### src/pkg/bmsr_pkg.sv
/*
  boot mode select and reset package: strap pin positions, boot modes,
  core and test port states, instruction codes, shared decode function.
  assumes a single 250 mhz clock and nothing imported by users.
*/
package bmsr_pkg;

  // positions of the asynchronous pins inside the synchroniser vector
  localparam int PIN_RESET_N = 0;
  localparam int PIN_EPROM   = 1;
  localparam int PIN_LINK    = 2;
  localparam int PIN_SEL_N   = 3;
  localparam int PIN_TCK     = 4;
  localparam int PIN_TMS     = 5;
  localparam int PIN_TDI     = 6;
  localparam int PIN_TRST_N  = 7;
  localparam int PIN_COUNT   = 8;
  localparam logic [PIN_COUNT-1:0] SYNC_RESET = 8'h00;

  localparam int EPROM_WIDTH = 8;  // boot eprom is byte wide
  localparam int BSR_WIDTH   = 8;  // boundary capture bits
  localparam int IR_WIDTH    = 4;
  localparam logic [IR_WIDTH-1:0] IR_CAPTURE = 4'h1;
  localparam logic [IR_WIDTH-1:0] IR_SAMPLE  = 4'h2;
  localparam logic [IR_WIDTH-1:0] IR_BYPASS  = 4'hf;

  typedef enum logic [1:0] {
    bmsr_mode_eprom, bmsr_mode_host, bmsr_mode_none, bmsr_mode_reserved
  } bmsr_mode_t;

  typedef enum logic [1:0] {st_held, st_boot, st_run} bmsr_core_t;

  typedef enum logic [3:0] {
    tap_reset, tap_idle, tap_sel_dr, tap_cap_dr, tap_sh_dr, tap_ex1_dr,
    tap_pau_dr, tap_ex2_dr, tap_upd_dr, tap_sel_ir, tap_cap_ir, tap_sh_ir,
    tap_ex1_ir, tap_pau_ir, tap_ex2_ir, tap_upd_ir
  } bmsr_tap_t;

  // strap decode: eprom strap wins, then link strap gives reserved, otherwise boot select input picks
  function automatic bmsr_mode_t bmsr_decode(input logic eprom_strap,
                                             input logic link_strap,
                                             input logic select_n);
    if (eprom_strap)
      return bmsr_mode_eprom;
    else if (link_strap)
      return bmsr_mode_reserved;
    else if (select_n)
      return bmsr_mode_host;
    else
      return bmsr_mode_none;
  endfunction : bmsr_decode

endpackage : bmsr_pkg

### src/pkg/bmsr_scan_if.sv
/*
  carrier between the boot core and its test port engine.
  assumes all signals live on the core clock; tck appears only as enables.
*/
interface bmsr_scan_if;
  logic                           tck_rise;
  logic                           tck_fall;
  logic                           tms;
  logic                           tdi;
  logic                           trst_n;
  logic [bmsr_pkg::BSR_WIDTH-1:0] capture_bits;
  logic                           tdo;
  logic                           tdo_oe;
  logic                           in_reset;

  modport tap (input tck_rise, tck_fall, tms, tdi, trst_n, capture_bits,
               output tdo, tdo_oe, in_reset);
  modport core (output tck_rise, tck_fall, tms, tdi, trst_n, capture_bits,
                input tdo, tdo_oe, in_reset);
endinterface : bmsr_scan_if

### src/hw/bmsr_tap.sv
/*
  test port engine: state machine, instruction register, bypass and
  boundary capture chain.
  assumes tck, tms, tdi and trst_n already synchronised by the core.
*/
module bmsr_tap
(
  input wire logic  clock,
  input wire logic  rst,
  bmsr_scan_if.tap  scan
);

  bmsr_pkg::bmsr_tap_t                 st_reg, st_next;
  logic [bmsr_pkg::IR_WIDTH-1:0]       ir_sh_reg, ir_sh_next;
  logic [bmsr_pkg::IR_WIDTH-1:0]       ir_reg, ir_next;
  logic [bmsr_pkg::BSR_WIDTH-1:0]      dr_reg, dr_next;
  logic                                byp_reg, byp_next;
  logic                                tdo_reg, tdo_next;
  logic                                oe_reg, oe_next;

  // standard sixteen state walk, steered by tms
  function automatic bmsr_pkg::bmsr_tap_t step(input bmsr_pkg::bmsr_tap_t s,
                                               input logic m);
    case (s)
      bmsr_pkg::tap_reset:  return m ? bmsr_pkg::tap_reset  : bmsr_pkg::tap_idle;
      bmsr_pkg::tap_idle:   return m ? bmsr_pkg::tap_sel_dr : bmsr_pkg::tap_idle;
      bmsr_pkg::tap_sel_dr: return m ? bmsr_pkg::tap_sel_ir : bmsr_pkg::tap_cap_dr;
      bmsr_pkg::tap_cap_dr: return m ? bmsr_pkg::tap_ex1_dr : bmsr_pkg::tap_sh_dr;
      bmsr_pkg::tap_sh_dr:  return m ? bmsr_pkg::tap_ex1_dr : bmsr_pkg::tap_sh_dr;
      bmsr_pkg::tap_ex1_dr: return m ? bmsr_pkg::tap_upd_dr : bmsr_pkg::tap_pau_dr;
      bmsr_pkg::tap_pau_dr: return m ? bmsr_pkg::tap_ex2_dr : bmsr_pkg::tap_pau_dr;
      bmsr_pkg::tap_ex2_dr: return m ? bmsr_pkg::tap_upd_dr : bmsr_pkg::tap_sh_dr;
      bmsr_pkg::tap_upd_dr: return m ? bmsr_pkg::tap_sel_dr : bmsr_pkg::tap_idle;
      bmsr_pkg::tap_sel_ir: return m ? bmsr_pkg::tap_reset  : bmsr_pkg::tap_cap_ir;
      bmsr_pkg::tap_cap_ir: return m ? bmsr_pkg::tap_ex1_ir : bmsr_pkg::tap_sh_ir;
      bmsr_pkg::tap_sh_ir:  return m ? bmsr_pkg::tap_ex1_ir : bmsr_pkg::tap_sh_ir;
      bmsr_pkg::tap_ex1_ir: return m ? bmsr_pkg::tap_upd_ir : bmsr_pkg::tap_pau_ir;
      bmsr_pkg::tap_pau_ir: return m ? bmsr_pkg::tap_ex2_ir : bmsr_pkg::tap_pau_ir;
      bmsr_pkg::tap_ex2_ir: return m ? bmsr_pkg::tap_upd_ir : bmsr_pkg::tap_sh_ir;
      bmsr_pkg::tap_upd_ir: return m ? bmsr_pkg::tap_sel_dr : bmsr_pkg::tap_idle;
      default:              return bmsr_pkg::tap_reset;
    endcase
  endfunction : step

  // next values; trst_n overrides everything, shifting on tck rise
  always_comb
  begin
    st_next    = st_reg;
    ir_sh_next = ir_sh_reg;
    ir_next    = ir_reg;
    dr_next    = dr_reg;
    byp_next   = byp_reg;
    tdo_next   = tdo_reg;
    oe_next    = oe_reg;
    if (!scan.trst_n)
    begin
      st_next = bmsr_pkg::tap_reset;
      ir_next = bmsr_pkg::IR_BYPASS;
      oe_next = 1'b0;
    end
    else
    begin
      if (scan.tck_rise)
      begin
        st_next = step(st_reg, scan.tms);
        case (st_reg)
          bmsr_pkg::tap_reset:  ir_next = bmsr_pkg::IR_BYPASS;
          bmsr_pkg::tap_cap_ir: ir_sh_next = bmsr_pkg::IR_CAPTURE;
          bmsr_pkg::tap_sh_ir:
            ir_sh_next = {scan.tdi, ir_sh_reg[bmsr_pkg::IR_WIDTH-1:1]};
          bmsr_pkg::tap_upd_ir: ir_next = ir_sh_reg;
          bmsr_pkg::tap_cap_dr:
          begin
            dr_next  = scan.capture_bits;
            byp_next = 1'b0;
          end
          bmsr_pkg::tap_sh_dr:
            if (ir_reg == bmsr_pkg::IR_BYPASS)
              byp_next = scan.tdi;
            else
              dr_next = {scan.tdi, dr_reg[bmsr_pkg::BSR_WIDTH-1:1]};
          default: ;
        endcase
      end
      // output changes on the falling edge, as scan chains expect
      if (scan.tck_fall)
      begin
        oe_next = (st_reg == bmsr_pkg::tap_sh_dr) || (st_reg == bmsr_pkg::tap_sh_ir);
        if (st_reg == bmsr_pkg::tap_sh_ir)
          tdo_next = ir_sh_reg[0];
        else if (ir_reg == bmsr_pkg::IR_BYPASS)
          tdo_next = byp_reg;
        else
          tdo_next = dr_reg[0];
      end
    end
  end

  always_ff @(posedge clock)
  begin
    if (rst)
    begin
      st_reg    <= bmsr_pkg::tap_reset;
      ir_sh_reg <= bmsr_pkg::IR_CAPTURE;
      ir_reg    <= bmsr_pkg::IR_BYPASS;
      dr_reg    <= '0;
      byp_reg   <= 1'b0;
      tdo_reg   <= 1'b0;
      oe_reg    <= 1'b0;
    end
    else
    begin
      st_reg    <= st_next;
      ir_sh_reg <= ir_sh_next;
      ir_reg    <= ir_next;
      dr_reg    <= dr_next;
      byp_reg   <= byp_next;
      tdo_reg   <= tdo_next;
      oe_reg    <= oe_next;
    end
  end

  assign scan.tdo      = tdo_reg;
  assign scan.tdo_oe   = oe_reg;
  assign scan.in_reset = (st_reg == bmsr_pkg::tap_reset);

  a_tap_trst_reset: assert property (@(posedge clock) disable iff (rst)
    !scan.trst_n |=> (st_reg == bmsr_pkg::tap_reset) && !oe_reg)
    else $error("test port not in reset after trst");

  a_tdo_shift_only: assert property (@(posedge clock) disable iff (rst)
    $rose(oe_reg) |-> $past(st_reg) inside {bmsr_pkg::tap_sh_dr, bmsr_pkg::tap_sh_ir})
    else $error("tdo enabled outside a shift state");

endmodule : bmsr_tap

### src/hw/bmsr_top.sv
/*
  boot mode select and reset: strap sampling, boot mode latch, boot chip
  select drive, core start sequencing and the test port pins.
  assumes one 250 mhz clock, synchronous active high rst, and that the
  boot loader and bus arbiter run on the same clock.
*/
// Contract
// a high eprom boot strap selects loading the boot program from a byte wide eprom.
// with that strap low, the link strap and the boot select input choose the mode.
// in eprom mode with the link strap low the boot select pin drives the eprom select.
// only the current bus master drives the boot select output.
// both straps low and boot select low means no boot, run from external memory.
// both straps low and boot select high means boot under host control.
// the boot select pin can float only in eprom mode; elsewhere it is a plain input.
// the board grounds the link strap and hardwires the other straps.
// one instruction cycle runs per input clock period.
// the clock source runs steadily and never stops or slows.
// processor reset returns to a known state, then starts at the reset vector.
// the system holds processor reset asserted at power up.
// test reset resets the test state machine and must be pulsed or held low.
// the scan logic runs from an asynchronous test clock and is steered by tms.
// scan data enters on tdi and the scan path shifts out on tdo.
// the board ties emulation status only to the emulator and leaves reserved pins open.
// straps are sampled during reset and the mode is latched at release until next reset.
module bmsr_top #(
  parameter int                ADDR_WIDTH   = 32,
  parameter logic [ADDR_WIDTH-1:0] RESET_VECTOR = '0  // plain default, set per system
)
(
  input  wire logic                  clock,
  input  wire logic                  rst,
  input  wire logic                  processor_reset_n,
  input  wire logic                  eprom_boot_strap,
  input  wire logic                  link_boot_strap,
  input  wire logic                  boot_memory_select_n_i,
  output logic                       boot_memory_select_n_o,
  output logic                       boot_memory_select_n_oe,
  input  wire logic                  bus_master,
  input  wire logic                  boot_select_float,
  input  wire logic                  boot_cs_request,
  input  wire logic                  boot_done,
  output bmsr_pkg::bmsr_mode_t       boot_mode,
  output logic                       boot_byte_wide,
  output logic                       boot_active,
  output logic                       core_held,
  output logic                       instr_enable,
  output logic                       exec_start,
  output logic [ADDR_WIDTH-1:0]      exec_address,
  input  wire logic                  tck,
  input  wire logic                  tms,
  input  wire logic                  tdi,
  input  wire logic                  trst_n,
  output logic                       tdo,
  output logic                       tdo_oe,
  output logic                       emulation_status_n,
  output logic                       reserved_output
);

  if (ADDR_WIDTH < 1 || ADDR_WIDTH > 32)
  begin : g_bad_width
    $error("bmsr_top: ADDR_WIDTH must be 1 to 32");
  end

  bmsr_scan_if scan ();

  logic [bmsr_pkg::PIN_COUNT-1:0] pins;
  logic [bmsr_pkg::PIN_COUNT-1:0] sync1_reg, sync1_next;
  logic [bmsr_pkg::PIN_COUNT-1:0] sync2_reg, sync2_next;
  logic                           tck_prev_reg, tck_prev_next;
  bmsr_pkg::bmsr_core_t           st_reg, st_next;
  bmsr_pkg::bmsr_mode_t           mode_reg, mode_next;
  logic                           link_reg, link_next;
  logic                           sel_o_reg, sel_o_next;
  logic                           sel_oe_reg, sel_oe_next;
  logic                           start_reg, start_next;
  logic [ADDR_WIDTH-1:0]          addr_reg, addr_next;
  logic                           held_pin;

  // every pin from the board or test probe passes two flops first
  assign pins = {trst_n, tdi, tms, tck, boot_memory_select_n_i,
                 link_boot_strap, eprom_boot_strap, processor_reset_n};

  always_comb
  begin
    sync1_next    = pins;
    sync2_next    = sync1_reg;
    tck_prev_next = sync2_reg[bmsr_pkg::PIN_TCK];
  end

  always_ff @(posedge clock)
  begin
    if (rst)
    begin
      sync1_reg    <= bmsr_pkg::SYNC_RESET;
      sync2_reg    <= bmsr_pkg::SYNC_RESET;
      tck_prev_reg <= 1'b0;
    end
    else
    begin
      sync1_reg    <= sync1_next;
      sync2_reg    <= sync2_next;
      tck_prev_reg <= tck_prev_next;
    end
  end

  assign held_pin = !sync2_reg[bmsr_pkg::PIN_RESET_N];

  // core sequencing: sample straps while held, latch once at release
  always_comb
  begin
    st_next     = st_reg;
    mode_next   = mode_reg;
    link_next   = link_reg;
    start_next  = 1'b0;
    addr_next   = addr_reg;
    sel_o_next  = 1'b1;
    sel_oe_next = 1'b0;
    case (st_reg)
      bmsr_pkg::st_held:
      begin
        mode_next  = bmsr_pkg::bmsr_decode(sync2_reg[bmsr_pkg::PIN_EPROM],
                                           sync2_reg[bmsr_pkg::PIN_LINK],
                                           sync2_reg[bmsr_pkg::PIN_SEL_N]);
        link_next  = sync2_reg[bmsr_pkg::PIN_LINK];
        if (!held_pin)
        begin
          if (mode_next == bmsr_pkg::bmsr_mode_eprom ||
              mode_next == bmsr_pkg::bmsr_mode_host)
            st_next = bmsr_pkg::st_boot;
          else
          begin
            st_next    = bmsr_pkg::st_run;
            start_next = 1'b1;
            addr_next  = RESET_VECTOR;
          end
        end
      end
      bmsr_pkg::st_boot:
        if (boot_done)
        begin
          st_next    = bmsr_pkg::st_run;
          start_next = 1'b1;
          addr_next  = RESET_VECTOR;
        end
      bmsr_pkg::st_run: ;
      default: st_next = bmsr_pkg::st_held;
    endcase
    // pin only ever drives in eprom mode, and only from the bus master
    if (st_reg != bmsr_pkg::st_held && mode_reg == bmsr_pkg::bmsr_mode_eprom &&
        !link_reg && bus_master && !boot_select_float)
    begin
      sel_oe_next = 1'b1;
      sel_o_next  = !(st_reg == bmsr_pkg::st_boot && boot_cs_request);
    end
    // reset pin wins over the state and start pulse, not the select drive; known state re-entered
    if (held_pin)
    begin
      st_next    = bmsr_pkg::st_held;
      start_next = 1'b0;
    end
  end

  always_ff @(posedge clock)
  begin
    if (rst)
    begin
      st_reg     <= bmsr_pkg::st_held;
      mode_reg   <= bmsr_pkg::bmsr_mode_none;
      link_reg   <= 1'b0;
      start_reg  <= 1'b0;
      addr_reg   <= '0;
      sel_o_reg  <= 1'b1;
      sel_oe_reg <= 1'b0;
    end
    else
    begin
      st_reg     <= st_next;
      mode_reg   <= mode_next;
      link_reg   <= link_next;
      start_reg  <= start_next;
      addr_reg   <= addr_next;
      sel_o_reg  <= sel_o_next;
      sel_oe_reg <= sel_oe_next;
    end
  end

  // test clock is just another sampled pin; edges become enables
  assign scan.tck_rise = sync2_reg[bmsr_pkg::PIN_TCK] && !tck_prev_reg;
  assign scan.tck_fall = !sync2_reg[bmsr_pkg::PIN_TCK] && tck_prev_reg;
  assign scan.tms      = sync2_reg[bmsr_pkg::PIN_TMS];
  assign scan.tdi      = sync2_reg[bmsr_pkg::PIN_TDI];
  assign scan.trst_n   = sync2_reg[bmsr_pkg::PIN_TRST_N];
  assign scan.capture_bits = {held_pin, sync2_reg[bmsr_pkg::PIN_EPROM],
                              sync2_reg[bmsr_pkg::PIN_LINK],
                              sync2_reg[bmsr_pkg::PIN_SEL_N], sel_oe_reg,
                              mode_reg, instr_enable};

  bmsr_tap u_tap (
    .clock (clock),
    .rst   (rst),
    .scan  (scan.tap)
  );

  // one instruction slot every clock once running; no divider in the path
  assign instr_enable = (st_reg == bmsr_pkg::st_run);

  assign boot_memory_select_n_o  = sel_o_reg;
  assign boot_memory_select_n_oe = sel_oe_reg;
  assign boot_mode          = mode_reg;
  assign boot_byte_wide     = (mode_reg == bmsr_pkg::bmsr_mode_eprom);
  assign boot_active        = (st_reg == bmsr_pkg::st_boot);
  assign core_held          = (st_reg == bmsr_pkg::st_held);
  assign exec_start         = start_reg;
  assign exec_address       = addr_reg;
  assign tdo                = scan.tdo;
  assign tdo_oe             = scan.tdo_oe;
  assign emulation_status_n = 1'b1;  // no emulation engine; status idle
  assign reserved_output    = 1'b0;

  a_sel_eprom_only: assert property (@(posedge clock) disable iff (rst)
    sel_oe_reg |-> mode_reg == bmsr_pkg::bmsr_mode_eprom && !link_reg)
    else $error("boot select driven outside eprom mode");

  a_sel_master_only: assert property (@(posedge clock) disable iff (rst)
    sel_oe_reg |-> $past(bus_master) && !$past(boot_select_float))
    else $error("boot select driven without bus mastership");

  a_sel_chip_select: assert property (@(posedge clock) disable iff (rst)
    st_reg == bmsr_pkg::st_boot && mode_reg == bmsr_pkg::bmsr_mode_eprom && !link_reg
    && bus_master && !boot_select_float && boot_cs_request && !held_pin
    |=> sel_oe_reg && !sel_o_reg)
    else $error("eprom select not asserted");

  a_mode_latched: assert property (@(posedge clock) disable iff (rst)
    st_reg != bmsr_pkg::st_held |-> $stable(mode_reg))
    else $error("boot mode changed outside reset");

  a_none_runs: assert property (@(posedge clock) disable iff (rst)
    st_reg == bmsr_pkg::st_held && !held_pin && mode_next == bmsr_pkg::bmsr_mode_none
    |=> st_reg == bmsr_pkg::st_run && exec_start)
    else $error("no boot mode did not start execution");

  a_host_boots: assert property (@(posedge clock) disable iff (rst)
    st_reg == bmsr_pkg::st_held && !held_pin && mode_next == bmsr_pkg::bmsr_mode_host
    |=> st_reg == bmsr_pkg::st_boot && !exec_start)
    else $error("host mode did not enter boot");

  a_reset_vector: assert property (@(posedge clock) disable iff (rst)
    exec_start |-> exec_address == RESET_VECTOR && $past(st_reg) != bmsr_pkg::st_run)
    else $error("start not at reset vector");

  a_instr_rate: assert property (@(posedge clock) disable iff (rst)
    st_reg == bmsr_pkg::st_run && !held_pin ##1 !held_pin |-> instr_enable ##1 instr_enable)
    else $error("instruction slot skipped");

  a_eprom_decode: assert property (@(posedge clock) disable iff (rst)
    st_reg == bmsr_pkg::st_held && sync2_reg[bmsr_pkg::PIN_EPROM]
    |=> mode_reg == bmsr_pkg::bmsr_mode_eprom)
    else $error("eprom strap not decoded");

  // the engine must report its reset state once test reset has been seen
  a_tap_in_reset: assert property (@(posedge clock) disable iff (rst)
    !scan.trst_n |=> scan.in_reset)
    else $error("test port reset not reported");

endmodule : bmsr_top

### config.mk
export PLATFORM = sky130hd
export DESIGN_NAME = bmsr_top
export DESIGN_NICKNAME = d
export VERILOG_FILES = /design/src/pkg/bmsr_pkg.sv /design/src/pkg/bmsr_scan_if.sv /design/src/hw/bmsr_tap.sv /design/src/hw/bmsr_top.sv
export SDC_FILE = /design/constraint.sdc
export NUM_CORES = 1
export LEC_CHECK = 0
export BUFFER_PORTS_ARGS = -buffer_cell sky130_fd_sc_hd__buf_2
export CORE_UTILIZATION = 50
export CTS_CLUSTER_SIZE = 10
export DETAILED_ROUTE_END_ITERATION = 8
export HOLD_SLACK_MARGIN = 0.03
export PLACE_DENSITY = 0.86
export SLEW_MARGIN = 20
export SYNTH_ARGS = -nofsm -noshare
export SYNTH_HDL_FRONTEND = slang
export SYNTH_HIERARCHICAL = 1
export SYNTH_SLANG_ARGS = --single-unit
export TNS_END_PERCENT = 20
### constraint.sdc
create_clock -name clock -period 1.9 [get_ports clock]
set_input_delay 0.095 -clock clock [delete_from_list [all_inputs] [get_ports clock]]
set_output_delay 0.095 -clock clock [all_outputs]
set_load 0.01 [all_outputs]
==> results of run 1 <==
## synth_stat cells, types with 4 or more instances
cell	n	area share (%)
a21oi_1	15	3.2
a311oi_1	6	2.3
buf_4	34	11
clkbuf_1	9	1.5
dfxtp_1	48	41
inv_1	4	0.64
mux2i_1	10	4.3
nand2_1	17	2.7
nand3_1	5	1.1
nor2_1	8	1.3
nor2b_1	25	6.7
o21ai_0	8	1.7
o22a_1	4	1.5
## routing by layer
metal  up-vias  GRT usage (%)  share of wire, %
li1        880              -                 -
met1       797           23.7                45
met2        40           28.1                49
met3         5           5.63               4.1
met4         0           6.22               1.3
met5         -              0                 0
## logic make-up after synthesis
family                    after synthesis  synth area share (%)
and+or+nand+nor                        81                  20.4
AOI/OAI and AO/OA                      55                  17.3
buffers and inverters                  53                  15.1
DFF                                    48                  41.3
muxes                                  11                  4.79
xor gates and xnor gates                2                 0.753
other                                   2                 0.323
## per-stage QoR
step / utilization, % / total power (W) / area [µm²] / hold WS [ns] / setup slack (ns)
6_report: 58.3 / 0.00180 / 2570 / 0.0865 / 0.139
5_1_grt: 58.3 / 0.00187 / 2570 / 0.145 / 0.0169
4_1_cts: 57.5 / 0.00181 / 2540 / 0.0838 / 0.0686
3_5_place_dp: 53.4 / 0.00118 / 2360 / 0.276 / 0.134
3_3_place_gp: 53.4 / 0.00117 / 2360 / 0.273 / 0.242
2_1_floorplan: - / 0.00120 / 2450 / 0.167 / 0.239
## area by class of cell
class                           instances  area (µm²)  area share [%]
Timing Repair Buffer                   44         305            11.9
Inverter                                4        15.0           0.583
Clock inverter                          1        7.51           0.292
Multi-Input combinational cell        183        1130            44.1
Clock buffer                            7        86.3            3.35
Tap cell                               52        65.1            2.53
Sequential cell                        48         961            37.3
## worst max-delay path, delay by kind of cell, from the launching register on
family,cells,cell delay [ns]
AND/OR/NAND/NOR,3,0.64
AO/OA/AOI/OAI,2,0.44
flip-flops,1,0.35
buffers and inverters,1,0.23
## timing repair
item	CTS	global route
endpoints found under the setup margin	0	4
buffers inserted	0	3
hold buffers	9	0
hold endpoints to repair	9	0
## power by group through the flow
stage	combinational, W	sequential (W)	clock [W]
2_1_floorplan	0.000138	0.00106	0
3_3_place_gp	0.000111	0.00106	0
3_5_place_dp	0.000113	0.00106	0
4_1_cts	0.000127	0.00104	0.000642
5_1_grt	0.000142	0.00104	0.000689
6_report	0.000129	0.00104	0.000634
## worst min path at each step
stage                                  from                                  to  cells after the start
after global routing      boot_select_float  boot_memory_select_n_oe$_SDFF_PP0_                      3
after floorplan                         rst             sync2_reg[2]$_SDFF_PP0_                      1
final                             boot_done              st_reg[0]$_SDFFE_PP0P_                      4
after detailed placement    boot_cs_request   boot_memory_select_n_o$_SDFF_PP1_                      2
after global placement      boot_cs_request   boot_memory_select_n_o$_SDFF_PP1_                      2
after CTS                         boot_done              st_reg[0]$_SDFFE_PP0P_                      4
==> results.cfg, run 1 <==
[setup_path]
startpoint = sync2_reg[4]$_SDFF_PP0_
timing.rr.end = u_tap/dr_reg[4]$_SDFFE_PP0P_
max_stage_delay_ns = 0.37
critPathMaxFanout = 17
cp_slowest_cell = nor2b_1
r2r_start = sync2_reg[4]$_SDFF_PP0_
arrival_ns = 1.96
cp-start-kind = register
crit_type = reg -> reg
r2r_slack_ns = 0.14
critPathCapture = u_tap/dr_reg[4]$_SDFFE_PP0P_
reg2regPathDepth = 6
required_ns = 2.10
crit_chain = nor2b_1 -> nand2_1 -> nor2_2 -> buf_4 -> a21oi_1 -> a311oi_1
critical_path.endpoint_type = register

[clock_network]
insertion_delay_ns = 0.31
cts_tree = done
h-tree-depth = 2
path_clk_slew_ns = 0.08
cts_buffer_depth = 2
ctsRootBufferMaster = clkbuf_8
clock_sinks = 48
cts.repair.resized = 0
cts_buffers = 5

[pwr]
p_clk_share_pct = 35.2
pwr-share-comb_pct = 7.2
leakagePower_nw = 0.997
power_switching_w = 0.000428
switching_share_pct = 23.8
p_per_area_nw_per_um2 = 700
ir_drop_v = 0.000611
power_frac_seq_pct = 57.7
p_int_w = 0.00138

[sta]
setup_viol = 0
final.setup.tns_ns = 0
skew_ns = 0.00880
rsz0062_at_grt = false
min_period_ns = 1.76
slew_violations = 0
fin_crit_sh_pct = 92.7
fmax_ghz = 0.568
finalHoldViolCount = 0

[detailed_routing]
via_count = 1722
drtPass1Iterations = 4
drc = 0
drt_iter0_markers = 115
wl_per_cell_um = 12.5
antenna_left = 0
wirelength_um = 4250
vias_per_cell = 5.08

[cells_and_area]
layout_commonest_cell = dfxtp_1
num-fill-cells = 375
n_antenna_cell = 0
layout-drive-gt1-share_pct = 18.1
final_cell_mix = dfxtp_1, conb_1, nor2b_1
fin_cells = 339
syn2layout_area_growth_pct = 10.6
final_nets = 300

[grt]
grt_max_degree = 40
antenna_found_initial = 0
grt_util_all_layers_pct = 18.1
gr-total-overflow = 0
grt_pass1_wl_um = 6980
grt_pass1_vias = 1495

[min_path]
worstHoldPathType = in -> reg

[place]
numPortBuffers = 24
hpwlAfterDp_um = 2670
gp_congestion = 0.775
dp_cells = 319

[job]
drv_cap = 0

[yosys]
synth-seq-cells = 48
ys_types = 49
syn_avg_cell_area_um2 = 9.24
synth-seq-area-share_pct = 41.3
async_flop_share_pct = 0
yosys_warnings = 6
synth_top_flop_cell = dfxtp_1
synth_area_um2 = 2330
syn_inst = 252
synth_edf_count = 0

[die]
start_util_pct = 52.7
die_y_um = 70.2
core_area_um2 = 4410
fp.dieW_um = 70.2
num_rows = 24
ios = 59
die_area_um2 = 4930

[outcome]
status = finished, final reports clean
Note: power is estimated with default switching activity, not from simulation.
==> inputs of run 2 (changes only) <==
--- a/config.mk
+++ b/config.mk
@@ -6,11 +6,11 @@
 export NUM_CORES = 1
 export LEC_CHECK = 0
 export BUFFER_PORTS_ARGS = -buffer_cell sky130_fd_sc_hd__buf_2
-export CORE_UTILIZATION = 50
+export CORE_UTILIZATION = 52
 export CTS_CLUSTER_SIZE = 10
 export DETAILED_ROUTE_END_ITERATION = 8
 export HOLD_SLACK_MARGIN = 0.03
-export PLACE_DENSITY = 0.86
+export PLACE_DENSITY = 0.88
 export SLEW_MARGIN = 20
 export SYNTH_ARGS = -nofsm -noshare
 export SYNTH_HDL_FRONTEND = slang
==> run 2 against run 1 <==
Combinational power increased by 3%. Sequential power barely moved. Cell count fell by 0.59%. Sequential share of layout area decreased by 0.27 points. Global-route usage grew 2.8 points. Largest cell class unchanged. Non-clock buffer count stayed put. Fmax up 3.1%. Critical path type unchanged. Highest routed layer unchanged.
==> results.cfg, run 2 (synthesis results as in run 1) <==
[place]
gp_congestion = 0.787
hpwlAfterDp_um = 2960
numPortBuffers = 24
place_area_um2 = 2350

[detailed_routing]
via_count = 1787
vias_per_cell = 5.30
antenna_left = 0
wirelength_um = 4700
wl_per_cell_um = 13.9
drtPass1Iterations = 4
drt_iter0_markers = 134
drc = 0

[cells_and_area]
final_nets = 300
multi_input_area_um2 = 1130
final_cell_mix = dfxtp_1, conb_1, nor2b_1
regArea_um2 = 961
syn2layout_area_growth_pct = 11.5
num-fill-cells = 334
layout-drive-gt1-share_pct = 18.5
layout_commonest_cell = dfxtp_1
n_antenna_cell = 0
final_cell_area_um2 = 2590
finalCoreUtilization_pct = 62.6

[clock_network]
cts.repair.resized = 0
insertion_delay_ns = 0.31
clock_sinks = 48
cts_tree = done
cts_buffer_depth = 2
ctsRootBufferMaster = clkbuf_8
path_clk_slew_ns = 0.09
cts_buffers = 5
h-tree-depth = 2

[sta]
fmax_ghz = 0.586
slew_violations = 0
rsz0062_at_grt = false
skew_ns = 0.0120
setup_viol = 0
final.setup.tns_ns = 0
finalHoldViolCount = 0
min_period_ns = 1.71
fin_crit_sh_pct = 89.8

[setup_path]
crit_type = reg -> reg
cp-start-kind = register
arrival_ns = 1.92
critPathMaxFanout = 15
required_ns = 2.11
critical_path.endpoint_type = register

[pwr]
leakagePower_nw = 1.01
p_per_area_nw_per_um2 = 744
ir_drop_v = 0.000711

[grt]
grt_util_all_layers_pct = 20.9
grt_use_met3_pct = 7.24
grt_util_met2_pct = 32.9
antenna_found_initial = 0
grt_pass1_vias = 1523
top_usage_layer = met2
grt_max_degree = 40
globalRouteMet1Util_pct = 26.7
grt_pass1_wl_um = 7110
gr-total-overflow = 0

[die]
die_area_um2 = 4750
fp.dieW_um = 68.9
num_rows = 23
start_util_pct = 56.2
core_area_um2 = 4140
die_y_um = 68.9
ios = 59

[job]
drv_cap = 0

[min_path]
worstHoldPathType = in -> reg

[outcome]
status = finished, final reports clean
==> run 2: changes by cell type in the layout (fill, tap and decap cells not counted) <==
| cell | delta |
|---|---|
| inv_6 | +1 |
| clkbuf_1 | -1 |
| clkbuf_8 | -1 |
| bufinv_16 | +1 |
==> run 2: worst max-delay path: stages (launching register included) <==
cell      delay, ns
dfxtp_1        0.34
or3b_1         0.53
o22ai_4        0.22
buf_12         0.18
a21oi_1        0.08
a311oi_1       0.27
==> run 2: timing repair <==
item / CTS / global route
hold endpoints to repair: 9 / 0
endpoints found under the setup margin: 0 / 4
buffers inserted: 0 / 3
hold buffers: 9 / 0
==> run 2: through the flow <==
step | setup slack (ns) | cells | hold WS [ns] | power [W]
floorplan | 0.239 | 284 | 0.167 | 0.00120
global placement | 0.242 | 317 | 0.273 | 0.00117
detailed placement | 0.0632 | 317 | 0.279 | 0.00118
CTS | 0.0700 | 334 | 0.0880 | 0.00194
global route | 0.0386 | 337 | 0.0862 | 0.00201
finish | 0.193 | 337 | 0.0942 | 0.00193
==> run 2: metal layers <==
metal | vias up | part of all wire, %
li1 | 883 | -
met1 | 830 | 42
met2 | 68 | 51
met3 | 6 | 6.0
met4 | 0 | 1.2
met5 | - | 0
==> run 2: final timing paths <==
kind / from / endpoint / slack (ns) / depth (start not counted)
worst min-delay path: boot_done / st_reg[0]$_SDFFE_PP0P_ / 0.09 / 4
worst min register to register: sync1_reg[1]$_SDFF_PP0_ / sync2_reg[1]$_SDFF_PP0_ / 0.44 / 1
worst max register to register: u_tap/st_reg[0]$_SDFFE_PP0P_ / u_tap/dr_reg[1]$_SDFFE_PP0P_ / 0.19 / 5
worst max-delay path: u_tap/st_reg[0]$_SDFFE_PP0P_ / u_tap/dr_reg[1]$_SDFFE_PP0P_ / 0.19 / 5
==> run 2: report_power, final <==
part           internal, W  switching (W)
combinational    0.0000534      0.0000791
clock             0.000397       0.000361
sequential         0.00103      0.0000149
==> run 2: area by class of cell <==
type                       count  area share [%]
clock inverter                 3            1.78
tap                           50            2.41
timing repair buffer          44            11.8
multi-input combinational    183            43.8
clock buffer                   5            2.65
sequential                    48            37.0
inverter                       4           0.579
